$ cat config.mk
export PLATFORM = sky130hd
export DESIGN_NAME = tap_event_config_status
export DESIGN_NICKNAME = d
export VERILOG_FILES = /design/src/tap_pkg.sv /design/src/tap_latency_timer.sv /design/src/tap_source_hold.sv /design/src/tap_event_config_status.sv
export SDC_FILE = /design/constraint.sdc
export NUM_CORES = 1
export LEC_CHECK = 0
export BUFFER_PORTS_ARGS = -buffer_cell sky130_fd_sc_hd__buf_2
export CELL_PAD_IN_SITES_DETAIL_PLACEMENT = 1
export CELL_PAD_IN_SITES_GLOBAL_PLACEMENT = 1
export CORE_ASPECT_RATIO = 0.7
export CORE_UTILIZATION = 40
export CTS_CLUSTER_DIAMETER = 120
export CTS_CLUSTER_SIZE = 25
export DETAILED_ROUTE_END_ITERATION = 8
export HOLD_SLACK_MARGIN = 0.08
export PLACE_DENSITY_LB_ADDON = 0.1
export SLEW_MARGIN = 20
export SYNTH_ARGS = -nofsm -noshare
export SYNTH_HDL_FRONTEND = slang
export SYNTH_SLANG_ARGS = --single-unit
$ cat constraint.sdc
create_clock -name clk -period 2.2 [get_ports clk]
set_clock_uncertainty 0.05 [all_clocks]
set_input_delay 0.44 -clock clk [delete_from_list [all_inputs] [get_ports clk]]
set_output_delay 0.44 -clock clk [all_outputs]
set_load 0.05 [all_outputs]
$ cat src/tap_pkg.sv
/*
  constants, state encoding and shared decode for the tap event
  configuration and status block.
  assumes: one system clock, 8-bit register port from the serial engine.
*/
package tap_pkg;

  // register offsets
  localparam logic [7:0] CFG_ADDR      = 8'h21;
  localparam logic [7:0] SRC_ADDR      = 8'h22;
  localparam logic [7:0] LAT_ADDR      = 8'h27;

  // values after reset and unmapped read answer
  localparam logic [7:0] CFG_RESET     = 8'h00;
  localparam logic [7:0] SRC_RESET     = 8'h00;
  localparam logic [7:0] LAT_RESET     = 8'h00;
  localparam logic [7:0] UNMAPPED_DATA = 8'h00;

  // configuration field positions
  localparam int CFG_ABORT_BIT    = 7;
  localparam int CFG_LATCH_BIT    = 6;
  localparam int CFG_Z_DOUBLE_BIT = 5;
  localparam int CFG_Z_SINGLE_BIT = 4;
  localparam int CFG_Y_DOUBLE_BIT = 3;
  localparam int CFG_Y_SINGLE_BIT = 2;
  localparam int CFG_X_DOUBLE_BIT = 1;
  localparam int CFG_X_SINGLE_BIT = 0;

  // source field positions
  localparam int SRC_ACTIVE_BIT   = 7;
  localparam int SRC_AXIS_LSB     = 4;
  localparam int SRC_DOUBLE_BIT   = 3;
  localparam int SRC_POL_LSB      = 0;

  // latency counter width and terminal count
  localparam int         LAT_WIDTH = 8;
  localparam logic [7:0] LAT_LAST  = 8'h01;
  localparam logic [7:0] LAT_ZERO  = 8'h00;

  // sequencer states, one-hot
  typedef enum logic [2:0] {
    ST_IDLE    = 3'b001,
    ST_LATENCY = 3'b010,
    ST_WINDOW  = 3'b100
  } seq_state_type;

  // per-axis enables {z,y,x} for single or double taps
  function automatic logic [2:0] axis_enables(input logic [7:0] cfg,
                                              input logic       dbl);
    logic [2:0] en;
    en = 3'h0;
    if (dbl) begin
      en = {cfg[CFG_Z_DOUBLE_BIT], cfg[CFG_Y_DOUBLE_BIT],
            cfg[CFG_X_DOUBLE_BIT]};
    end else begin
      en = {cfg[CFG_Z_SINGLE_BIT], cfg[CFG_Y_SINGLE_BIT],
            cfg[CFG_X_SINGLE_BIT]};
    end
    return en;
  endfunction : axis_enables

endpackage : tap_pkg

$ cat src/tap_latency_timer.sv
/*
  latency interval counter: counts detector time-step ticks down from
  the programmed latency and pulses done when the interval is over.
  assumes: start, step_tick and load_value come from the same clock.
*/
`timescale 1ns/1ps
`default_nettype none

module tap_latency_timer #(
  parameter int LAT_W = tap_pkg::LAT_WIDTH
) (
  input  wire  logic             clk,
  input  wire  logic             rstn,
  input  wire  logic             start,
  input  wire  logic [LAT_W-1:0] load_value,
  input  wire  logic             step_tick,
  output logic                   busy_q,
  output logic                   done_q
);
  import tap_pkg::*;

  logic [LAT_W-1:0] count_q;

  // width check at elaboration
  if (LAT_W != LAT_WIDTH) begin : g_width_check
    $error("tap_latency_timer: LAT_W must match the 8-bit register");
  end

  // countdown, zero latency ends at once
  always_ff @(posedge clk or negedge rstn) begin
    if (!rstn) begin
      count_q <= LAT_ZERO;
      busy_q  <= 1'b0;
      done_q  <= 1'b0;
    end else begin
      done_q <= 1'b0;
      if (start) begin
        count_q <= load_value;
        busy_q  <= (load_value != LAT_ZERO);
        done_q  <= (load_value == LAT_ZERO);
      end else if (busy_q && step_tick) begin
        count_q <= count_q - LAT_LAST;
        if (count_q == LAT_LAST) begin
          busy_q <= 1'b0;
          done_q <= 1'b1;
        end
      end
    end
  end

endmodule : tap_latency_timer

`default_nettype wire

$ cat src/tap_source_hold.sv
/*
  tap source register: takes qualified events, freezes under latching,
  clears on a read, a new event in the read cycle wins.
  assumes: event and clear strobes are one-cycle pulses on clk.
*/
`timescale 1ns/1ps
`default_nettype none

module tap_source_hold (
  input  wire  logic       clk,
  input  wire  logic       rstn,
  input  wire  logic       evt_valid,
  input  wire  logic       evt_double,
  input  wire  logic [2:0] evt_axes,
  input  wire  logic [2:0] evt_pol,
  input  wire  logic       latch_en,
  input  wire  logic       clear,
  output logic [7:0]       src_q
);
  import tap_pkg::*;

  logic       frozen;
  logic [7:0] src_new;

  assign frozen  = latch_en && src_q[SRC_ACTIVE_BIT];
  assign src_new = {1'b1, evt_axes, evt_double, evt_pol & evt_axes};

  // load, hold or clear
  always_ff @(posedge clk or negedge rstn) begin
    if (!rstn) begin
      src_q <= SRC_RESET;
    end else if (evt_valid && (clear || !frozen)) begin
      src_q <= src_new;
    end else if (clear) begin
      src_q <= SRC_RESET;
    end
  end

endmodule : tap_source_hold

`default_nettype wire

$ cat src/tap_event_config_status.sv
/*
  tap event configuration and status: configuration, latency and
  source registers, single/double tap sequencing with abort option.
  assumes: detector supplies same-clock per-axis pulse start/end strobes,
  polarity, a time-step tick and a window timeout; the serial engine
  gives one-cycle register read and write strobes.
*/
`timescale 1ns/1ps
`default_nettype none

module tap_event_config_status (
  input  wire  logic       clk,
  input  wire  logic       rstn,
  input  wire  logic [7:0] reg_addr,
  input  wire  logic       reg_wr,
  input  wire  logic       reg_rd,
  input  wire  logic [7:0] reg_wdata,
  output logic [7:0]       reg_rdata_q,
  output logic             reg_rvalid_q,
  input  wire  logic [2:0] pulse_start,
  input  wire  logic [2:0] pulse_done,
  input  wire  logic [2:0] pulse_neg,
  input  wire  logic       step_tick,
  input  wire  logic       window_expired,
  output logic [2:0]       single_detect_en,
  output logic [2:0]       double_detect_en,
  output logic             tap_int
);
  import tap_pkg::*;

  logic [7:0]    cfg_q;
  logic [7:0]    lat_q;
  logic [7:0]    src_value;
  seq_state_type state_q;
  seq_state_type state_d;
  logic          start_seen_q;
  logic          abort_q;
  logic          lat_start;
  logic          lat_busy;
  logic          lat_done;
  logic          src_clear;
  logic          evt_valid;
  logic          evt_double;
  logic [2:0]    evt_axes;
  logic [2:0]    evt_pol;
  logic          any_done;
  logic          any_start;
  logic          abort_now;

  assign any_done  = |pulse_done;
  assign any_start = |pulse_start;
  assign src_clear = reg_rd && (reg_addr == SRC_ADDR);

  always_ff @(posedge clk or negedge rstn) begin
    if (!rstn) begin
      cfg_q <= CFG_RESET;
      lat_q <= LAT_RESET;
    end else if (reg_wr) begin
      if (reg_addr == CFG_ADDR) begin
        cfg_q <= reg_wdata;
      end
      if (reg_addr == LAT_ADDR) begin
        lat_q <= reg_wdata;
      end
    end
  end

  // read data, unmapped reads answer zero
  always_ff @(posedge clk or negedge rstn) begin
    if (!rstn) begin
      reg_rdata_q  <= UNMAPPED_DATA;
      reg_rvalid_q <= 1'b0;
    end else begin
      reg_rvalid_q <= reg_rd;
      if (reg_rd) begin
        case (reg_addr)
          CFG_ADDR: reg_rdata_q <= cfg_q;
          SRC_ADDR: reg_rdata_q <= src_value;
          LAT_ADDR: reg_rdata_q <= lat_q;
          default:  reg_rdata_q <= UNMAPPED_DATA;
        endcase
      end
    end
  end

  assign single_detect_en = axis_enables(cfg_q, 1'b0);
  assign double_detect_en = axis_enables(cfg_q, 1'b1);

  // abort when a tap starts and ends inside latency
  assign abort_now = cfg_q[CFG_ABORT_BIT] && state_q == ST_LATENCY &&
                     (start_seen_q || any_start) && any_done;

  // tap sequencer next state
  always_comb begin
    state_d   = state_q;
    lat_start = 1'b0;
    case (state_q)
      ST_IDLE: begin
        if (any_done) begin
          state_d   = ST_LATENCY;
          lat_start = 1'b1;
        end
      end
      ST_LATENCY: begin
        // no abort means go on to the window
        if (lat_done) begin
          state_d = (abort_q || abort_now) ? ST_IDLE : ST_WINDOW;
        end
      end
      ST_WINDOW: begin
        if (any_done || window_expired) begin
          state_d = ST_IDLE;
        end
      end
      default: state_d = ST_IDLE;
    endcase
  end

  // sequencer state register
  always_ff @(posedge clk or negedge rstn) begin
    if (!rstn) begin
      state_q <= ST_IDLE;
    end else begin
      state_q <= state_d;
    end
  end

  // abort tracking during latency
  always_ff @(posedge clk or negedge rstn) begin
    if (!rstn) begin
      start_seen_q <= 1'b0;
      abort_q      <= 1'b0;
    end else if (state_q != ST_LATENCY || lat_done) begin
      start_seen_q <= 1'b0;
      abort_q      <= 1'b0;
    end else begin
      if (any_start) begin
        start_seen_q <= 1'b1;
      end
      if (abort_now) begin
        abort_q <= 1'b1;
      end
    end
  end

  // events only outside latency; masked by enables
  always_comb begin
    evt_double = (state_q == ST_WINDOW);
    evt_axes   = 3'h0;
    evt_pol    = pulse_neg;
    if (state_q == ST_IDLE || state_q == ST_WINDOW) begin
      evt_axes = pulse_done & axis_enables(cfg_q, evt_double);
    end
    evt_valid = (evt_axes != 3'h0);
  end

  tap_latency_timer #(
    .LAT_W      (LAT_WIDTH)
  ) u_latency (
    .clk        (clk),
    .rstn       (rstn),
    .start      (lat_start),
    .load_value (lat_q),
    .step_tick  (step_tick),
    .busy_q     (lat_busy),
    .done_q     (lat_done)
  );

  tap_source_hold u_source (
    .clk        (clk),
    .rstn       (rstn),
    .evt_valid  (evt_valid),
    .evt_double (evt_double),
    .evt_axes   (evt_axes),
    .evt_pol    (evt_pol),
    .latch_en   (cfg_q[CFG_LATCH_BIT]),
    .clear      (src_clear),
    .src_q      (src_value)
  );

  assign tap_int = src_value[SRC_ACTIVE_BIT];
endmodule : tap_event_config_status

`default_nettype wire

; Yosys cells after proc, flatten, opt, wreduce, memory -nomap -nowiden
; Cells that the tools add are included.
[op_classes]
n_addsub = 1
muxes = 25
bitwise = 2
eq_ne = 11
n_reduce_logical = 28
[ops]
columns = cell, n
row1 = 8-bit 2-to-1 mux, 4
row2 = 8-bit by 6-bit == test with 1-bit output (second input constant), 3
row3 = 8-bit one-hot mux with 3 select lines, 1
row4 = 3-bit 2-to-1 mux, 7
row5 = 1-bit 2-to-1 mux, 12
row6 = 2-bit nonzero test, 5
row7 = 3-bit one-hot mux with 3 select lines, 1
row8 = 8-bit by 1-bit == test with 1-bit output (second input constant), 1
row9 = 8-bit logical NOT, 1
row10 = 8-bit nonzero test, 1
row11 = 8-bit by 1-bit subtractor with 8-bit output (second input constant), 1
row12 = 1-bit logical AND, 7
row13 = 3-bit bitwise AND, 2
row14 = 1-bit logical OR, 6
row15 = 2-bit AND reduction, 3
row16 = 3-bit OR reduction, 2
row17 = 2-bit inequality test (second input constant), 2
row18 = 3-bit by 1-bit == test with 1-bit output (second input constant), 1
row19 = 3-bit by 2-bit == test with 1-bit output (second input constant), 1
row20 = 3-bit == test (second input constant), 1
row21 = 3-bit by 2-bit inequality test with 1-bit output (second input constant), 1
row22 = 3-bit AND reduction, 1
row23 = 3-bit nonzero test, 1
row24 = 2-bit by 1-bit inequality test with 1-bit output (second input constant), 1
row25 = 1-bit logical NOT, 1
[totals]
ff_bits = 48
input_bits = 31

; Logic depth before layout (Yosys ltp)
; Gate-level depths: netlist (run 1).
[depth]
ltp_word = 8
mapped_depth = 6
mapped_depth_nobuf = 6

; Modules after synthesis
; A second synthesis (run 1) with hierarchy kept.
[unflattened]
cells_unflattened = 240
area_unflattened_um2 = 2503.7
[modules_own_cells]
columns = module, area_per_inst_um2, cells_each, instances, seq_area_each_um2
row1 = tap_event_config_status, 1589.0, 150, 1, 752.0
row2 = tap_latency_timer, 589.3, 63, 1, 250.2
row3 = tap_source_hold, 325.3, 27, 1, 200.2

; Least setup slack after synthesis (run 1)
; Ideal clock, no wire load.
[synth_timing]
path_type = input port to flip-flop
start = in reg_addr[3]
end = reg cfg_q[0]
n_path_buf = 0
t_required_ns = 2.025
setup_ns = 0.125
arrival_ns = 2.017
slack_ns = 0.008
stages = 4
path_cell_list = or4_4 -> nor3_4 -> nor3b_4 -> mux2_2
[synth_between]
elab_chain_len = 2
[synth_lines]
columns = item, line_no
row1 = start: declaration, tap_event_config_status.sv:14  ; input wire logic [7:0] reg_addr,
row2 = 8-bit by 6-bit == test with 1-bit output, tap_event_config_status.sv:59  ; if (reg_addr == CFG_ADDR) begin
row3 = 2-bit AND reduction (no line), n/a
row4 = end signal: assignment, tap_event_config_status.sv:60  ; cfg_q <= reg_wdata;
row5 = end: declaration, tap_event_config_status.sv:31  ; logic [7:0] cfg_q;
; No other way between the ends.
; A chain may end at the register's enable or synchronous reset.

; Worst setup path in the final report (run 1)
[layout_timing]
start = reg state_q[0]
end = reg u_source.src_q[4]
[layout_between]
elab_chain_len = 8
[layout_lines]
columns = item, line_no
row1 = start: declaration, tap_event_config_status.sv:34  ; seq_state_type state_q;
row2 = start signal: assignment, tap_event_config_status.sv:124  ; state_q <= state_d;
row3 = 3-bit == test, "tap_event_config_status.sv:148, tap_event_config_status.sv:151"
row4 = 3-bit 2-to-1 mux, tap_pkg.sv:52  ; if (dbl) begin
row5 = 3-bit 2-to-1 mux, tap_event_config_status.sv:151  ; if (state_q == ST_IDLE || state_q == ST_WINDOW) begin
row6 = 3-bit bitwise AND, tap_event_config_status.sv:152  ; evt_axes = pulse_done & axis_enables(cfg_q, evt_double);
row7 = 3-bit 2-to-1 mux *, tap_event_config_status.sv:151
row8 = 3-bit nonzero test, tap_event_config_status.sv:154  ; evt_valid = (evt_axes != 3'h0);
row9 = 1-bit logical AND, tap_source_hold.sv:32  ; end else if (evt_valid && (clear || !frozen)) begin
row10 = 8-bit 2-to-1 mux or 2-bit nonzero test (tied branches), n/a
row11 = end signal: assignment, tap_source_hold.sv:33  ; src_q <= src_new;
row12 = end: declaration, tap_source_hold.sv:18  ; output logic [7:0] src_q
; Every way passes the cells marked *; elsewhere a longest branch is shown, timed or not. The select of a mux whose other input is x is not followed.

==> metrics.txt, run 1 <==
status finished clean; total grt overflow 0; routability congestion estimate 0.732; Max Buffers Root-to-Sink 2; Critical Path Sink Type flip-flop; CTS clk-pin slew, worst paths 0.09 ns; final hold vios 0; clk sinks 48; Commonest cells post-synth 47 x dfrtp_1, 21 x nand2_1, 18 x inv_1; Final min period 2.01 ns; reg2reg end u_source.src_q[4]$_DFFE_PN0P_; Initial Util 0.425; max incr delay on CP 0.67 ns; setup violators final 0; Yosys top cell area share 0.473; Post-synth EDFFs 0; Yosys reg bits 48; Worst-Skew Late Latency a little over 0.3 ns; Ant. Diodes 0; row count 23; area of the multi-input gates 0.00115 mm²; worst min-delay path class in -> reg; worst slew pin tran 0.709 ns; reg2reg start state_q[0]$_DFFE_PN1P_; WS Path Type reg -> reg; initial DRC count 90; Pint 1.56 mW; crit path DAT 2.20 ns; YS warnings 0; cell family with most CP delay compound AO/OA/AOI/OAI gates; drt pass-1 iters 4; P&R area growth vs syn 19.5%; synthesized area per cell about 11 µm²; RSZ-0062 raised after global routing false; Sequential Power Share 0.488; DPL Wire Length 5030 µm; Ports 47; Residual DRC 0; CTS tree done; crit-path cells nand3b_1 -> a21oi_1 -> o32ai_2 -> mux2i_1; Rel. slew slack 0.527; Core Area 0.00584 mm²; die width 96.2 µm; root buf cell clkbuf_8; critical path fanouts, max 14; CTS buffer count 5; H-tree depth 2; worst r2r path cells 4; initial antenna violation count 0; area of the mapped netlist 0.00248 mm²; DR vias/cell 5.44; VDD IR max 373 µV; clock power share 0.245; Cells after Synth 234; Util after Layout 0.508; LEAKAGE 1.39 nW; internal reg-to-reg setup slack around 0.19 ns; Post-DRT Antenna Nets 0; Hold Path Sink u_source.src_q[0]$_DFFE_PN0P_; Critical Path RT 2.39 ns; via count 1975; Die H 67.9 µm; ys async rst share 1.00; layout cells sized above 1 0.323; fill count approximately 690; IO buf count 46; dominant cell type by area after synthesis dfrtp_1; first-pass GRT wire length 10400 µm; fin cells 363; Comb power frac 0.267; total power 2.38 mW; post-cts resize count 0; dpl ws 0.0239 ns; Bufs and invs on worst path 0; Max Cap Viol 0; top cells by area, synth dfrtp_1 47%, mux2_2 7.3%, a22o_1 3.2%; fin nets 320; largest net degree at the start of global routing 29; syn nets roughly 270; Fin Setup TNS 0 ns; placed instance count approximately 350; count leader, synth dfrtp_1; Pwr Density 803 mW/mm²; wire per inst between 15 and 20 µm; storage element area 0.00120 mm²; sw power 0.826 mW; worst setup margin roughly 0.19 ns; crit share post-route 0.914; DRT Wirelength approximately 6500 µm; dominant synthesized flop cell dfrtp_1; slowest CP cell dfstp_2; die area between 0.006 and 0.007 mm²; crit start category flip-flop; Cell variety after synth 46; vias in the first global route between 1500 and 2000; FMAX 497 MHz; Final Max Slew Viols 0; sw frac 0.347; GR Util All Layers 0.219; hold path depth 3; HP Start pulse_neg[0]; share of the yosys chip area belonging to registers 0.484
stage by stage:
step | hold WS, ns | instance area (µm²)
after global routing | 0.306 | 2970
after global placement | 0.407 | 2860
after detailed placement | 0.399 | 2860
final | 0.316 | 2970
after floorplan | 0.0944 | 2480
after CTS | 0.304 | 2970
placed cells by master, fill, tap and decap left out, types with 6 or more instances in the layout:
master	count
nand2_1	21
a21oi_1	9
buf_4	11
o22ai_1	8
dfrtp_1	47
buf_2	46
nand3b_1	8
a22oi_1	8
nor2_1	8
mux2_2	16
a22o_1	9
clkbuf_8	6
inv_1	18
mux2i_1	6
nor4_1	6
o21ai_0	7
state kept, by name, indices dropped and copies added (netlist names), 3 cells and up:
signal,count
state_q,3
reg_rdata_q,8
u_latency.count_q,8
lat_q,8
cfg_q,8
u_source.src_q,8
worst reg2reg max path, stage by stage (launching register included):
cell and delay, ns:
dfstp_2 0.67, nand3b_1 0.14, a21oi_1 0.15, o32ai_2 0.67
mux2i_1 0.26
logic make-up (layout without fill, tap and decap cells):
| group | after synthesis | in the layout | share of synthesized area |
|---|---|---|---|
| adder cells (fa/ha/maj) | 2 | 2 | 0.0101 |
| flip-flops | 48 | 48 | 0.484 |
| multiplexers | 22 | 22 | 0.0967 |
| XOR/XNOR | 7 | 7 | 0.0247 |
| buffers and inverters | 32 | 86 | 0.0574 |
| AO/OA/AOI/OAI | 48 | 48 | 0.135 |
| AND/OR/NAND/NOR | 75 | 75 | 0.192 |
layout make-up:
class | count | share of cell area
Sequential cell | 48 | 0.405
Clock buffer | 6 | 0.0278
Tap cell | 75 | 0.0316
Timing Repair Buffer | 60 | 0.122
Clock inverter | 2 | 0.00464
Inverter | 18 | 0.0228
Multi-Input combinational cell | 154 | 0.386
per-layer routing:
layer	global-route usage	wire length, µm	up-vias
met4	0.0448	41	0
met5	0	0	-
li1	-	-	945
met1	0.334	3410	978
met3	0.0389	306	7
met2	0.321	2760	45
worst max path at each step:
stage                            from                             to  cells after the start
2_1_floorplan             reg_addr[3]           cfg_q[0]$_DFFE_PN0P_                      4
3_3_place_gp              reg_addr[3]           cfg_q[7]$_DFFE_PN0P_                      6
3_5_place_dp              reg_addr[3]           cfg_q[5]$_DFFE_PN0P_                      6
4_1_cts        state_q[0]$_DFFE_PN1P_  u_source.src_q[4]$_DFFE_PN0P_                      4
5_1_grt        state_q[0]$_DFFE_PN1P_  u_source.src_q[4]$_DFFE_PN0P_                      4
6_report       state_q[0]$_DFFE_PN1P_  u_source.src_q[4]$_DFFE_PN0P_                      4
power by group through the flow:
| stage | clock (mW) | combinational, mW | sequential [mW] |
|---|---|---|---|
| final | 0.584 | 0.637 | 1.16 |
| after global routing | 0.642 | 0.709 | 1.18 |
| after CTS | 0.600 | 0.644 | 1.16 |
| after detailed placement | 0 | 0.637 | 1.18 |
| after global placement | 0 | 0.614 | 1.17 |
| after floorplan | 0 | 0.478 | 1.11 |
timing repair:
item,4_1_cts,5_1_grt
hold endpoints to repair,19,0
hold buffers,1,0
buffers inserted,0,0
(Power assumes the default switching activity.)
==> run 2: changes to the inputs <==
- CORE_UTILIZATION: 40 -> 39
- clock period: 2.2 -> 1.7 ns (I/O delays scaled with it)
==> run 2 against run 1 <==
  * Combinational power increased by 44%
  * Setup slack got worse by 0.18 ns
  * Critical endpoint is now cfg_q[4]$_DFFE_PN0P_
  * Largest power group unchanged
  * First-iteration DRC count decreased by 18%
  * Critical path depth increased by 2
  * Hold slack got worse by 0.10 ns
==> metrics.txt, run 2 (synthesis results as in run 1) <==
post-route cell area 0.00321 mm² (+8.1%); CTS tree done; Max Buffers Root-to-Sink 2 (unchanged); vias in the first global route 1990 (+3.2%); FMAX 592 MHz; initial antenna violation count 0 (unchanged); LEAKAGE 1.51 nW (+8.6%); fin nets 343 (+7.2%); crit share post-route 0.994; most common cell after layout, fill and taps aside dfrtp_1; crit path DAT 1.84 ns (-0.36 ns); die area 0.00670 mm² (+2.5%); most frequent cells in the layout 46 x dfrtp_1, 45 x buf_2, 33 x buf_4; worst r2r path cells 5 (+1); DPL Wire Length 5170 µm (+2.7%); CTS clk-pin slew, worst paths 0.10 ns (about the same); Rel. slew slack 0.651 (+0.124); worst slew pin tran 0.522 ns (-0.187 ns); Final Max Slew Viols 0 (unchanged); Final min period 1.69 ns; internal reg-to-reg setup slack 0.06 ns (-0.13 ns); RSZ-0062 raised after global routing true; reg2reg end u_source.src_q[4]$_DFFE_PN0P_; clk sinks 48 (unchanged); worst setup margin 0.00942 ns (-0.179 ns); Core Area 0.00593 mm² (+1.5%); Worst-Skew Late Latency 0.31 ns (about the same); Critical Path RT 1.85 ns (-0.54 ns); critical path fanouts, max 8 (-6); setup violators final 0 (unchanged); WS Path Type in -> reg; DRT Wirelength 6820 µm (+4.7%); DR vias/cell 5.30 (-2.6%); layout cells sized above 1 0.389 (+0.0662); Ant. Diodes 0 (unchanged); H-tree depth 2 (unchanged); CP startpoint reg_addr[3]; Die H 68.8 µm (+1.2%); largest net degree at the start of global routing 49 (+69%); first-pass GRT wire length 10900 µm (+4.8%); Post-DRT Antenna Nets 0 (unchanged); Initial Util 0.419 (-0.00619); Ports 47 (unchanged); Max Cap Viol 0 (unchanged); P&R area growth vs syn 29.2%; Fin Setup TNS 0 ns (unchanged); total grt overflow 0 (unchanged); wire per inst 17.7 µm (-1.5%); crit start category primary input; dpl ws -0.362 ns (-0.386 ns); final hold vios 0 (unchanged); Post-DP Area 0.00307 mm² (+7.1%); die width 97.4 µm (+1.2%); VDD IR max 645 µV (+73%); reg2reg start state_q[0]$_DFFE_PN1P_; row count 23 (unchanged); CTS buffer count 5 (unchanged); IO buf count 46 (unchanged); Pwr Density 980 mW/mm² (+22%); Worst Setup EP cfg_q[4]$_DFFE_PN0P_; root buf cell clkbuf_8; Critical Path Sink Type flip-flop; routability congestion estimate 0.794 (+8.6%); status finished clean; Util after Layout 0.541 (+0.0331); Residual DRC 0 (unchanged); total power 3.15 mW (+32%); worst min-delay path class in -> reg; initial DRC count 74 (-18%); drt pass-1 iters 4 (unchanged); GR Util All Layers 0.215 (-0.00362); via count 2045 (+3.5%)
## run 2: repair_timing
action	in CTS	in global routing
endpoints found under the setup margin	8	22
buffers inserted	1	0
gates resized for setup	1	6
endpoints found under the hold margin	47	0
hold buffers	1	0
## run 2: layout make-up
class | count | area [µm²]
multi-input combinational | 154 | 1200
fill | 674 | 2720
inverter | 18 | 67.6
tap | 75 | 93.8
clock buffer | 6 | 82.6
timing repair buffer | 83 | 546
clock inverter | 2 | 15.0
sequential | 48 | 1200
## run 2: per-stage QoR
stage          hold slack, ns  std cells
2_1_floorplan        -0.00559        234
3_3_place_gp            0.299        376
3_5_place_dp            0.298        376
4_1_cts                 0.204        386
5_1_grt                 0.230        386
6_report                0.212        386
## run 2: worst min-delay path by stage
stage,startpoint,endpoint,cells past startpoint
floorplan,rstn,abort_q$_DFFE_PN0P_,0
global placement,rstn,u_latency.count_q[4]$_DFFE_PN0P_,2
detailed placement,rstn,u_latency.count_q[4]$_DFFE_PN0P_,2
CTS,pulse_neg[0],u_source.src_q[0]$_DFFE_PN0P_,3
global route,reg_wdata[2],lat_q[2]$_DFFE_PN0P_,2
finish,pulse_neg[2],u_source.src_q[2]$_DFFE_PN0P_,3
## run 2: critical path, stage by stage
cell	delay [ns]
buf_6	0.09
or4_4	0.55
nor3_4	0.14
nor3b_4	0.20
buf_6	0.17
mux2_2	0.35
## run 2: report_power, final
part           switching [mW]  internal (mW)  total [mW]
clock                   0.407          0.330       0.737
sequential              0.179           1.31        1.49
combinational           0.481          0.435       0.916
total                    1.07           2.08        3.15
## run 2: metal layers
| layer | part of all wire | GRT usage |
|---|---|---|
| met5 | 0 | 0 |
| met2 | 0.42 | 0.311 |
| met3 | 0.038 | 0.0494 |
| met1 | 0.53 | 0.326 |
| met4 | 0.0076 | 0.0441 |
